--- src/loopback_clock_select_regs.svh ---
`ifndef LOOPBACK_CLOCK_SELECT_REGS_SVH
`define LOOPBACK_CLOCK_SELECT_REGS_SVH

// ==========================================================
// Register offsets (byte addresses)
`define ADDR_W 18
`define MAC0_LCS_OFFSET 18'h130c8
`define MAC2_LCS_OFFSET 18'h132c8
`define MAC4_LCS_OFFSET 18'h134c8
`define MAC6_LCS_OFFSET 18'h136c8
`define IRQ_STATUS_OFFSET 18'h13000
`define IRQ_MASK_OFFSET 18'h13004

// ==========================================================
// Reset values
`define CTL_RESET 32'h7fff_0000
`define IRQ_RESET 8'h00

// ==========================================================
// Status bit positions
`define ST_DEAD_LSB 0
`define ST_UP_LSB 4

// ==========================================================
// Bus answers
`define RESP_OKAY 2'h0
`define RESP_SLVERR 2'h2

// ==========================================================
// Timing
`define CLK_NS 5
`define DLT_UNIT_NS (8192 * 10)
`define DLT_TICK_CYCLES (`DLT_UNIT_NS / `CLK_NS)
`define SILENCE_NS 400
`define SILENCE_CYCLES (`SILENCE_NS / `CLK_NS)
`define BOOT_LOAD_CNT 2'h2

`endif

--- src/loopback_clock_select_pkg.sv ---
package loopback_clock_select_pkg;

  // ==========================================================
  // Per-MAC control word, most significant field first
  typedef struct packed {
    logic dead_link_timer_enable;
    logic [14:0] dead_link_threshold;
    logic [3:0] per_lane_line_loopback;
    logic spare;
    logic port_split_select;
    logic odd_port_local_loopback;
    logic even_port_local_loopback;
    logic tx_lane_reverse;
    logic rx_lane_reverse;
    logic odd_port_soft_reset;
    logic even_port_soft_reset;
    logic odd_port_power_down;
    logic even_port_power_down;
    logic [1:0] lane_rate;
  } mac_ctl_t;

  // ==========================================================
  // Strap pins
  typedef struct packed {
    logic [3:0] port_split_strap;
    logic [7:0] port_power_down_strap;
    logic tx_reverse_strap;
    logic rx_reverse_strap;
    logic [1:0] lane_rate_strap;
  } strap_t;

  // ==========================================================
  // Per-port controls
  typedef struct packed {
    logic hold_reset;
    logic power_down;
    logic local_loopback;
    logic tx_flush;
    logic tx_drop;
  } port_ctl_t;

  // ==========================================================
  // Dead link timer states
  typedef enum logic [1:0] {
    DLT_IDLE,
    DLT_COUNT,
    DLT_DEAD
  } dlt_state_t;

endpackage

--- src/sync2.sv ---
`timescale 1ns/1ps

// ==========================================================
// Two-flop synchroniser
module sync2 #(
  parameter int WIDTH = 1
) (
  // Clock and reset
  input wire logic aclk,
  input wire logic aresetn,
  // Data
  input wire logic [WIDTH-1:0] d,
  output logic [WIDTH-1:0] q
);

  logic [WIDTH-1:0] meta_r;

  always_ff @(posedge aclk) begin
    if (!aresetn) begin
      meta_r <= '0;
      q <= '0;
    end else begin
      meta_r <= d;
      q <= meta_r;
    end
  end

endmodule // sync2

--- src/dead_link_timer.sv ---
`timescale 1ns/1ps
`include "loopback_clock_select_regs.svh"

// ==========================================================
// Dead link timer for one MAC
module dead_link_timer
  import loopback_clock_select_pkg::*;
#(
  parameter int TICK_CYCLES = `DLT_TICK_CYCLES
) (
  // Clock and reset
  input wire logic aclk,
  input wire logic aresetn,
  // Control
  input wire logic enable,
  input wire logic [14:0] threshold,
  // Link state
  input wire logic silence_start,
  input wire logic link_up,
  // Result
  output logic dead,
  output logic declare,
  output logic recover
);

  dlt_state_t state_r;
  logic [15:0] pre_r;
  logic [14:0] cnt_r;
  logic tick;

  // RULE5: tick every 8192 units
  assign tick = (pre_r == 16'(TICK_CYCLES - 1));

  always_ff @(posedge aclk) begin
    if (!aresetn || state_r != DLT_COUNT || silence_start || tick) begin
      pre_r <= 16'h0000;
    end else begin
      pre_r <= pre_r + 16'h0001;
    end
  end

  // ==========================================================
  // State machine
  always_ff @(posedge aclk) begin
    if (!aresetn) begin
      state_r <= DLT_IDLE;
      cnt_r <= 15'h0000;
      dead <= 1'b0;
      declare <= 1'b0;
      recover <= 1'b0;
    end else begin
      declare <= 1'b0;
      recover <= 1'b0;
      unique case (state_r)
        DLT_IDLE: begin
          // RULE4: reload on silence
          if (enable && silence_start) begin
            cnt_r <= threshold;
            state_r <= DLT_COUNT;
          end
        end
        DLT_COUNT: begin
          if (!enable || link_up) begin
            state_r <= DLT_IDLE;
          end else if (silence_start) begin
            cnt_r <= threshold;
          end else if (tick) begin
            // RULE4: zero declares dead
            if (cnt_r == 15'h0000) begin
              state_r <= DLT_DEAD;
              dead <= 1'b1;
              declare <= 1'b1;
            end else begin
              cnt_r <= cnt_r - 15'h0001;
            end
          end
        end
        DLT_DEAD: begin
          // RULE2: dead until link up or enable drops
          if (!enable || link_up) begin
            state_r <= DLT_IDLE;
            dead <= 1'b0;
            recover <= link_up;
          end
        end
        default: begin
          state_r <= DLT_IDLE;
        end
      endcase
    end
  end

endmodule // dead_link_timer

--- src/mac_loopback_clock_select.sv ---
// The AXI4-Lite interface to the registers was left to the implementer.
`timescale 1ns/1ps
`include "loopback_clock_select_regs.svh"

// Behaviour
// RULE1: Dead link timer runs only while its enable bit is set; reset clears it.
// RULE2: A dead link flushes the transmit queue and drops new packets until link up.
// RULE3: Silence on either port of the MAC feeds detection, not only lane 0. The code counts the odd port only while port split select is set.
// RULE4: Each silence reloads the counter from threshold; reaching zero declares dead.
// RULE5: Timeout is 8192 times threshold plus one 10 ns units; threshold resets all ones.
// RULE6: A zero threshold keeps the counter disabled even when enabled.
// RULE7: Four bits enable line loopback per lane, D C B A from top.
// RULE8: Port split bit loads from its strap at reset; writes override.
// RULE9: Odd port local loopback bit loops transmit to receive before the encoder.
// RULE10: Even port local loopback bit loops transmit to receive before the encoder.
// RULE11: Transmit lane reverse bit loads from its strap; writable by software.
// RULE12: Receive lane reverse bit loads from its strap; writable by software.
// RULE13: Odd soft reset holds odd port logic in reset, transceiver untouched.
// RULE14: Even soft reset holds even port logic in reset, transceiver untouched.
// RULE15: Odd power down loads from strap, writable; one powers odd port down.
// RULE16: Even power down loads from strap; powers even down and resets odd.
// RULE17: Lane rate field loads from strap and is writable; code three reserved.
// RULE18: Straps are captured once after reset release, then only software writes.
module mac_loopback_clock_select
  import loopback_clock_select_pkg::*;
#(
  parameter int TICK_CYCLES = `DLT_TICK_CYCLES
) (
  // Clock and reset
  input wire logic aclk,
  input wire logic aresetn,
  // Write address
  input wire logic [`ADDR_W-1:0] awaddr,
  input wire logic awvalid,
  output logic awready,
  // Write data
  input wire logic [31:0] wdata,
  input wire logic [3:0] wstrb,
  input wire logic wvalid,
  output logic wready,
  // Write response
  output logic [1:0] bresp,
  output logic bvalid,
  input wire logic bready,
  // Read address
  input wire logic [`ADDR_W-1:0] araddr,
  input wire logic arvalid,
  output logic arready,
  // Read data
  output logic [31:0] rdata,
  output logic [1:0] rresp,
  output logic rvalid,
  input wire logic rready,
  // Link clocks from the partner, one per port
  input wire logic [7:0] link_clk,
  // Strap pins
  input wire strap_t straps,
  // Per-MAC and per-port controls
  output mac_ctl_t [3:0] mac_ctl,
  output port_ctl_t [7:0] port_ctl,
  // Interrupt
  output logic irq
);

  // ==========================================================
  // Declarations
  mac_ctl_t ctl_r [4];
  mac_ctl_t ctl_strap [4];
  mac_ctl_t ctl_merge [4];
  logic [`ADDR_W-1:0] awaddr_r;
  logic [31:0] wdata_r;
  logic [31:0] wmask;
  logic [3:0] wstrb_r;
  logic aw_full_r;
  logic w_full_r;
  logic aw_full_nxt;
  logic w_full_nxt;
  logic bvalid_nxt;
  logic rvalid_nxt;
  logic do_write;
  logic [3:0] wr_mac;
  logic wr_status;
  logic wr_mask;
  logic wr_hit;
  logic [31:0] rd_data;
  logic rd_hit;
  logic [7:0] status_r;
  logic [7:0] status_nxt;
  logic [7:0] mask_r;
  logic [7:0] events;
  logic [1:0] boot_cnt_r;
  logic strap_load;
  strap_t straps_s;
  logic [7:0] link_s;
  logic [7:0] link_prev_r;
  logic [6:0] idle_cnt_r [8];
  logic [7:0] port_silent;
  logic [7:0] port_active;
  logic [3:0] mac_silent;
  logic [3:0] mac_silent_r;
  logic [3:0] dead;
  logic [3:0] declare;
  logic [3:0] recover;

  // ==========================================================
  // Synchronisers
  sync2 #(
    .WIDTH($bits(strap_t))
  ) u_strap_sync (
    .aclk(aclk),
    .aresetn(aresetn),
    .d(straps),
    .q(straps_s)
  );

  sync2 #(
    .WIDTH(8)
  ) u_link_sync (
    .aclk(aclk),
    .aresetn(aresetn),
    .d(link_clk),
    .q(link_s)
  );

  // ==========================================================
  // Strap capture after reset release
  // RULE18: single load after release
  always_ff @(posedge aclk) begin
    if (!aresetn) begin
      boot_cnt_r <= 2'h0;
    end else if (boot_cnt_r != 2'h3) begin
      boot_cnt_r <= boot_cnt_r + 2'h1;
    end
  end

  assign strap_load = (boot_cnt_r == `BOOT_LOAD_CNT);

  // ==========================================================
  // Write channel acceptance
  assign do_write = aw_full_r & w_full_r & ~bvalid;
  assign aw_full_nxt = (aw_full_r | (awvalid & awready)) & ~do_write;
  assign w_full_nxt = (w_full_r | (wvalid & wready)) & ~do_write;
  assign bvalid_nxt = do_write | (bvalid & ~bready);

  always_ff @(posedge aclk) begin
    if (!aresetn) begin
      aw_full_r <= 1'b0;
      w_full_r <= 1'b0;
      awready <= 1'b0;
      wready <= 1'b0;
      bvalid <= 1'b0;
    end else begin
      aw_full_r <= aw_full_nxt;
      w_full_r <= w_full_nxt;
      awready <= ~aw_full_nxt & ~bvalid_nxt;
      wready <= ~w_full_nxt & ~bvalid_nxt;
      bvalid <= bvalid_nxt;
    end
  end

  always_ff @(posedge aclk) begin
    if (!aresetn) begin
      awaddr_r <= '0;
      wdata_r <= 32'h0000_0000;
      wstrb_r <= 4'h0;
      bresp <= `RESP_OKAY;
    end else begin
      if (awvalid && awready) begin
        awaddr_r <= awaddr;
      end
      if (wvalid && wready) begin
        wdata_r <= wdata;
        wstrb_r <= wstrb;
      end
      if (do_write) begin
        bresp <= wr_hit ? `RESP_OKAY : `RESP_SLVERR;
      end
    end
  end

  // ==========================================================
  // Write decode
  always_comb begin
    wr_mac = 4'h0;
    wr_status = 1'b0;
    wr_mask = 1'b0;
    unique case (awaddr_r)
      `MAC0_LCS_OFFSET: wr_mac[0] = do_write;
      `MAC2_LCS_OFFSET: wr_mac[1] = do_write;
      `MAC4_LCS_OFFSET: wr_mac[2] = do_write;
      `MAC6_LCS_OFFSET: wr_mac[3] = do_write;
      `IRQ_STATUS_OFFSET: wr_status = do_write;
      `IRQ_MASK_OFFSET: wr_mask = do_write;
      default: wr_mac = 4'h0;
    endcase
  end

  assign wr_hit = (|wr_mac) | wr_status | wr_mask;
  assign wmask = {{8{wstrb_r[3]}}, {8{wstrb_r[2]}}, {8{wstrb_r[1]}}, {8{wstrb_r[0]}}};

  // ==========================================================
  // Control registers, one per MAC
  for (genvar m = 0; m < 4; m++) begin : g_mac
    always_comb begin
      ctl_merge[m] = (ctl_r[m] & ~wmask) | (wdata_r & wmask);
      ctl_strap[m] = ctl_r[m];
      // RULE8: port split from strap
      ctl_strap[m].port_split_select = straps_s.port_split_strap[m];
      // RULE11: transmit reverse from strap
      ctl_strap[m].tx_lane_reverse = straps_s.tx_reverse_strap;
      // RULE12: receive reverse from strap
      ctl_strap[m].rx_lane_reverse = straps_s.rx_reverse_strap;
      // RULE15: odd power down strap
      ctl_strap[m].odd_port_power_down = straps_s.port_power_down_strap[2*m+1];
      // RULE16: even power down strap
      ctl_strap[m].even_port_power_down = straps_s.port_power_down_strap[2*m];
      // RULE17: lane rate from strap
      ctl_strap[m].lane_rate = straps_s.lane_rate_strap;
    end

    // RULE5: threshold resets all ones
    always_ff @(posedge aclk) begin
      if (!aresetn) begin
        ctl_r[m] <= `CTL_RESET;
      end else if (strap_load) begin
        ctl_r[m] <= ctl_strap[m];
      end else if (wr_mac[m]) begin
        ctl_r[m] <= ctl_merge[m];
      end
    end

    // RULE7: lane loopback and lane controls out
    assign mac_ctl[m] = ctl_r[m];

    // RULE3: even port, odd port only while port split select is set
    assign mac_silent[m] = (port_active[2*m] & port_silent[2*m])
      | (port_active[2*m+1] & ctl_r[m].port_split_select & port_silent[2*m+1]);

    // RULE1: timer gated by enable
    // RULE6: zero threshold disables
    dead_link_timer #(
      .TICK_CYCLES(TICK_CYCLES)
    ) u_timer (
      .aclk(aclk),
      .aresetn(aresetn),
      .enable(ctl_r[m].dead_link_timer_enable && ctl_r[m].dead_link_threshold != 15'h0000),
      .threshold(ctl_r[m].dead_link_threshold),
      .silence_start(mac_silent[m] & ~mac_silent_r[m]),
      .link_up(~mac_silent[m]),
      .dead(dead[m]),
      .declare(declare[m]),
      .recover(recover[m])
    );
  end

  always_ff @(posedge aclk) begin
    if (!aresetn) begin
      mac_silent_r <= 4'h0;
    end else begin
      mac_silent_r <= mac_silent;
    end
  end

  // ==========================================================
  // Silence detection per port
  for (genvar p = 0; p < 8; p++) begin : g_port
    always_ff @(posedge aclk) begin
      if (!aresetn) begin
        link_prev_r[p] <= 1'b0;
        idle_cnt_r[p] <= 7'h00;
      end else begin
        link_prev_r[p] <= link_s[p];
        if (link_s[p] != link_prev_r[p]) begin
          idle_cnt_r[p] <= 7'h00;
        end else if (idle_cnt_r[p] != 7'(`SILENCE_CYCLES)) begin
          idle_cnt_r[p] <= idle_cnt_r[p] + 7'h01;
        end
      end
    end

    assign port_silent[p] = (idle_cnt_r[p] == 7'(`SILENCE_CYCLES));
    assign port_active[p] = ~port_ctl[p].power_down & ~port_ctl[p].hold_reset;

    // ==========================================================
    // Per-port control outputs
    always_ff @(posedge aclk) begin
      if (!aresetn) begin
        port_ctl[p] <= '0;
      end else if (p % 2 == 1) begin
        // RULE13: odd soft reset, transceiver kept
        // RULE16: even power down resets odd
        port_ctl[p].hold_reset <= ctl_r[p/2].odd_port_soft_reset
          | ctl_r[p/2].even_port_power_down;
        // RULE15: odd power down
        port_ctl[p].power_down <= ctl_r[p/2].odd_port_power_down;
        // RULE9: odd local loopback
        port_ctl[p].local_loopback <= ctl_r[p/2].odd_port_local_loopback;
        // RULE2: flush and drop when dead
        port_ctl[p].tx_flush <= declare[p/2];
        port_ctl[p].tx_drop <= dead[p/2];
      end else begin
        // RULE14: even soft reset, transceiver kept
        port_ctl[p].hold_reset <= ctl_r[p/2].even_port_soft_reset;
        // RULE16: even power down
        port_ctl[p].power_down <= ctl_r[p/2].even_port_power_down;
        // RULE10: even local loopback
        port_ctl[p].local_loopback <= ctl_r[p/2].even_port_local_loopback;
        // RULE2: flush and drop when dead
        port_ctl[p].tx_flush <= declare[p/2];
        port_ctl[p].tx_drop <= dead[p/2];
      end
    end
  end

  // ==========================================================
  // Interrupt status and mask
  assign events = {recover, declare};

  always_comb begin
    status_nxt = status_r;
    if (wr_status) begin
      status_nxt = status_r & ~(wdata_r[7:0] & wmask[7:0]);
    end
    status_nxt = status_nxt | events;
  end

  always_ff @(posedge aclk) begin
    if (!aresetn) begin
      status_r <= `IRQ_RESET;
      mask_r <= `IRQ_RESET;
      irq <= 1'b0;
    end else begin
      status_r <= status_nxt;
      if (wr_mask) begin
        mask_r <= (mask_r & ~wmask[7:0]) | (wdata_r[7:0] & wmask[7:0]);
      end
      irq <= |(status_r & mask_r);
    end
  end

  // ==========================================================
  // Read channel
  always_comb begin
    rd_data = 32'h0000_0000;
    rd_hit = 1'b1;
    unique case (araddr)
      `MAC0_LCS_OFFSET: rd_data = ctl_r[0];
      `MAC2_LCS_OFFSET: rd_data = ctl_r[1];
      `MAC4_LCS_OFFSET: rd_data = ctl_r[2];
      `MAC6_LCS_OFFSET: rd_data = ctl_r[3];
      `IRQ_STATUS_OFFSET: rd_data = {24'h000000, status_r};
      `IRQ_MASK_OFFSET: rd_data = {24'h000000, mask_r};
      default: rd_hit = 1'b0;
    endcase
  end

  assign rvalid_nxt = (arvalid & arready) | (rvalid & ~rready);

  always_ff @(posedge aclk) begin
    if (!aresetn) begin
      arready <= 1'b0;
      rvalid <= 1'b0;
      rdata <= 32'h0000_0000;
      rresp <= `RESP_OKAY;
    end else begin
      rvalid <= rvalid_nxt;
      arready <= ~rvalid_nxt & ~(arvalid & arready);
      if (arvalid && arready) begin
        rdata <= rd_data;
        rresp <= rd_hit ? `RESP_OKAY : `RESP_SLVERR;
      end
    end
  end

endmodule // mac_loopback_clock_select

--- config.mk ---
export PLATFORM = sky130hd
export DESIGN_NAME = mac_loopback_clock_select
export DESIGN_NICKNAME = d
export VERILOG_FILES = /design/src/loopback_clock_select_pkg.sv /design/src/sync2.sv /design/src/dead_link_timer.sv /design/src/mac_loopback_clock_select.sv
export VERILOG_INCLUDE_DIRS = /design/src
export SDC_FILE = /design/constraint.sdc
export NUM_CORES = 1
export LEC_CHECK = 0
export ABC_CLOCK_PERIOD_IN_PS = 7390
export BUFFER_PORTS_ARGS = -buffer_cell sky130_fd_sc_hd__buf_2
export CAP_MARGIN = 20
export CORE_ASPECT_RATIO = 0.8
export CORE_MARGIN = 5
export CORE_UTILIZATION = 53
export DETAILED_ROUTE_END_ITERATION = 10
export PLACE_DENSITY = 0.72
export SLEW_MARGIN = 15
export SYNTH_ARGS = -nofsm -noshare
export SYNTH_HDL_FRONTEND = slang
export SYNTH_SLANG_ARGS = --single-unit
--- constraint.sdc ---
create_clock -name aclk -period 7.39 [get_ports aclk]
set_clock_uncertainty 0.05 [all_clocks]
set_input_delay 1.1085 -clock aclk [delete_from_list [all_inputs] [get_ports aclk]]
set_output_delay 1.1085 -clock aclk [all_outputs]
set_load 0.05 [all_outputs]
# Yosys cells after proc, flatten, opt, wreduce, memory -nomap -nowiden
# Memory sizes are Yosys's and may differ from the RTL's.
# Cells that the tools add are included.
[word_totals]
ff_bits = 352
mem_count = 2
word_cells = 603
ramBits = 184
in_bits = 103
output_inout_bits = 210
[classes]
addsub = 17
n_mux = 191
bitwise_logic = 134
eq_ne = 98
reduce_logical = 75
[memory_table]
columns = ["memory", "words", "width", "rd", "rd_clocked_by_memory_dff", "wr", "line", "text"]
rows = [
  ["ctl_r", 4, 32, 4, 0, 4, "mac_loopback_clock_select.sv:67", "mac_ctl_t ctl_r [4];"],
  ["idle_cnt_r", 8, 7, 8, 0, 8, "mac_loopback_clock_select.sv:96", "logic [6:0] idle_cnt_r [8];"],
]
[ops]
columns = ["op", "count"]
rows = [
  ["2-to-1 mux 15 bit", 20],
  ["2-to-1 mux 32 bit", 8],
  ["== test 18 x 17 -> 1 bit, second input constant", 12],
  ["one-hot mux 32 bit (6 select lines)", 1],
  ["bitwise AND 32 bit", 5],
  ["OR 32 bit", 4],
  ["one-hot mux 15 bit (2 select lines)", 4],
  ["2-to-1 mux 7 bit", 16],
  ["2-to-1 mux 1 bit", 107],
  ["adder 16 x 1 -> 16 bit, second input constant", 4],
  ["== test 16 x 14 -> 1 bit, second input constant", 4],
  ["zero test 15 bit", 4],
  ["nonzero test 15 bit", 4],
  ["subtractor 15 x 1 -> 15 bit, second input constant", 4],
  ["adder 7 x 1 -> 7 bit, second input constant", 8],
  ["== test 7 bit, second input constant", 8],
  ["inequality test 7 bit, second input constant", 8],
  ["2-to-1 mux 2 bit", 26],
  ["inverter 1 bit", 42],
  ["inequality test 2 x 1 -> 1 bit, second input constant", 20],
  ["AND reduction 5 bit", 8],
  ["OR 1 bit", 38],
  ["bitwise AND 1 bit", 36],
  ["inequality test 3 x 1 -> 1 bit, second input constant", 12],
  ["25 further kinds", 112],
]

# Longest topological paths before layout
[depth]
ltp_word = 9
mapped_depth = 10
depth_no_buf = 8

# Modules after synthesis
# From an unflattened synthesis, not the netlist that was laid out.
[unflattened]
cells_unflattened = 2559
area_unflattened_um2 = 24509.8
[by_module_without_submodules]
columns = ["mod", "n_inst", "cells_per_inst", "area_each_um2", "seq_area_each_um2"]
rows = [
  ["mac_loopback_clock_select", 1, 1471, 15254.6, 8688.3],
  ["dead_link_timer", 4, 247, 1978.1, 720.7],
  ["sync2 at u_strap_sync", 1, 67, 895.9, 640.6],
  ["sync2 at u_link_sync", 1, 33, 446.7, 320.3],
]

# Least setup slack after synthesis
# OpenSTA, ideal clock, no wires.
[synth_timing]
path_kind = "register -> register"
start = "reg awaddr_r[0]"
end = "mem ctl_r[2][11] (netlist name) (enable)"
synth_period_minus_slack_ps = 3001
path_stages_with_launch = 8
required_time_ps = 6958
setup_ps = 382
t_arrival_ps = 2569
slack_ps = 4389
path_cell_list = "dfxtp_1 > or4_1 > nor4_2 > and2b_1 > nand2_1 > or3_1 > buf_2 > nand2_1"
[synth_lines]
columns = ["item", "line", "text"]
rows = [
  ["from (decl)", "mac_loopback_clock_select.sv:70", "logic [`ADDR_W-1:0] awaddr_r;"],
  ["from (signal assigned)", "mac_loopback_clock_select.sv:169", "awaddr_r <= awaddr;"],
  ["to (decl)", "mac_loopback_clock_select.sv:67", ""],
]

==> summary.txt <==
Detail Placement HPWL = 53200 microns
PD cells = 239 nW/um^2
Reg2Reg Launch Point = awaddr_r[8]
Final Core Density = 0.597
Residual DRC = 0
CP max stage cell = nand2_1
Reg2Reg Depth = 6
Placed inst area = 25400 sq um
Mapped Area = 24200 sq um
DRT Wirelength = 74100 microns
CTS clk-pin slew, worst paths = 60 ps
Vias = 20146
CP Max Fanout = 26
Crit-path cells = nor4b_1 > nand4_1 > nor3_1 > nand2_1 > nand2_1 > o21a_1
Crit. path cell count = 6
Synth Register Bits = 534
# setup viols final = 0
Critical path class = register to register
Largest net degree at the start of global routing = 89
Critical Path Max Stage Delay = 780 ps
Worst Tran Pin Value = 1030 ps
P&R area growth vs syn = 12.0%
CTS Buffer Depth = 3
GR peak layer = met2
First-pass GRT wire length = 112000 microns
GR Layer Usage met1 = 0.388
Setup Fix Bufs, Post-CTS = 0
Post-Synthesis Cells = 2561
Cts hold-fix bufs = 0
Critical Path Start Type = register
Tightest Hold Check Type = register to register
RSZ-0062 raised after global routing = false
Synth unique cells = 86
Max_cap viols = 0
Most frequent cells in the layout = dfxtp_1 (350), buf_2 (311), nand2_1 (309)
Status = finished clean
CP Capture Type = register
Static leakage = 10.2 nW
I/O Pins = 313
Fillers = 3848
Max Fclk = 270 MHz
Final GP Congestion = 0.936
Final Hold Slack = 382 ps
Final cycle utilization of the critical path = 0.501
Met2 Usage GRT = 0.432
Die Y = 201 microns
Req. time, crit path = 7600 ps
Synth Flop Type = dfxtp_1
Crit path top cell by count = nand2_1
DRT Pass-1 Iters = 6
Design area = 27100 sq um
Final hold violation count = 0
Slew headroom = 0.312
Avg WL per Cell = 22.0 microns
Final ANT Viol Nets = 0
TritonCTS sink count = 534
Gr usage total = 0.281
Post-cts gate resize count = 0
Clock latency at the later pin of the worst-skew pair = 610 ps
Full die area = 50100 sq um
Num CTS Buffers = 52
Syn Area/Cell = 9.46 sq um
CP Data Arrival Time = 3920 ps
Clk root buf = clkbuf_16
Vias per inst = 5.98
Register area share after synthesis = 0.517
Async set-reset flop share out of synthesis = 0
Met3 Track Usage GR = 0.0699
Number of synthesized flops with an enable pin = 184
Initial Utilization = 0.533
Global route overflow = 0
Post-Route Setup TNS = 0 ps
Final min period = 3710 ps
CTS HTree Levels = 2
Core Rows = 70
CTS tree = yes
Layout cells sized above 1 = 0.171
Vias in the first global route = 19429
Max VDD drop = 0.000187 V
Net total in the final layout = 2844
Port bufs = 310
Flop2flop setup slack = 3680 ps
CP bufs+invs = 0
Commonest non-fill, non-tap cell in the layout = dfxtp_1
Chip width = 249 microns
Drt initial violations = 2385
Crit path launch = awaddr_r[8]
CORE AREA = 45500 sq um
Synthesis Warnings = 0
Initial antenna violation count = 2
Crit-path leading delay family = simple AND/OR/NAND/NOR gates
Slew Limit Fails = 0
-- area by class of cell --
class	count	area (sq um)	share of cell area
inverters	69	262	0.00963
flip-flops and latches	534	12500	0.462
clock inverters	28	256	0.00945
clock buffers	69	1410	0.0518
diodes	1	2.50	0.0000922
multi-input cells	1727	10200	0.375
well taps	612	766	0.0282
repair buffers	331	1730	0.0637
-- stage by stage --
step / total power [mW] / cells / worst slack, ps
4_1_cts: 6.50 / 3367 / 3450
5_1_grt: 6.68 / 3371 / 3350
3_3_place_gp: 3.87 / 3268 / 3150
2_1_floorplan: 3.70 / 2562 / 4390
3_5_place_dp: 3.89 / 3270 / 2900
6_report: 6.48 / 3371 / 3680
-- cell families (layout without fill, tap and decap cells) --
kind of cell    count (synthesis)  count (layout)  share of synthesized area
compound gates                544             544                      0.140
xor+xnor                      104             104                     0.0376
fa+ha+maj                      26              26                     0.0134
buf+inv                       301             497                     0.0645
flops                         534             534                      0.517
mux                            48              48                     0.0205
other cells                     1               3                   0.000155
simple gates                 1003            1003                      0.207
-- power by group --
group / switching, mW / internal (mW) / leakage (nW) / total (mW)
sequential: 0.129 / 3.15 / 4.68 / 3.28
clock: 1.16 / 1.48 / 0.815 / 2.64
combinational: 0.419 / 0.139 / 4.66 / 0.558
total: 1.71 / 4.77 / 10.2 / 6.48
-- synthesized netlist by cell type (22+ instances only) --
library cell,number,area (sq um)
nand3_1,65,325
a21oi_1,182,911
a22oi_1,36,270
o21ai_0,159,796
nand2b_1,31,194
dfxtp_1,350,7010
nor4_1,31,194
nor3_1,38,190
a221oi_1,33,289
buf_4,111,833
nor2_1,238,893
xnor2_1,47,412
nand4_1,28,175
ha_1,26,325
xor2_1,57,499
clkbuf_1,101,379
mux2i_1,35,350
and3_1,33,206
edfxtp_1,184,5530
and2_1,113,707
a31oi_1,22,138
nand2_1,310,1160
inv_1,69,259
-- metal layers --
metal  up-vias  routed length (microns)
met5         -                       13
met4         2                     2780
met3       179                     8040
met2      1077                    32800
met1      9637                    30400
li1       9251                        -
-- how the worst min path moves through the flow --
stage / startpoint / slack [ps] / end / depth (start not counted)
2_1_floorplan: g_mac[0].u_timer.recover / 360 / status_r[4] / 2
3_3_place_gp: u_link_sync.meta_r[6] / 360 / u_link_sync.q[6] / 1
3_5_place_dp: u_strap_sync.meta_r[14] / 370 / u_strap_sync.q[14] / 1
4_1_cts: u_strap_sync.meta_r[14] / 380 / u_strap_sync.q[14] / 1
5_1_grt: u_strap_sync.meta_r[14] / 400 / u_strap_sync.q[14] / 1
6_report: u_link_sync.meta_r[6] / 380 / u_link_sync.q[6] / 1
(Power assumes the default switching activity.)
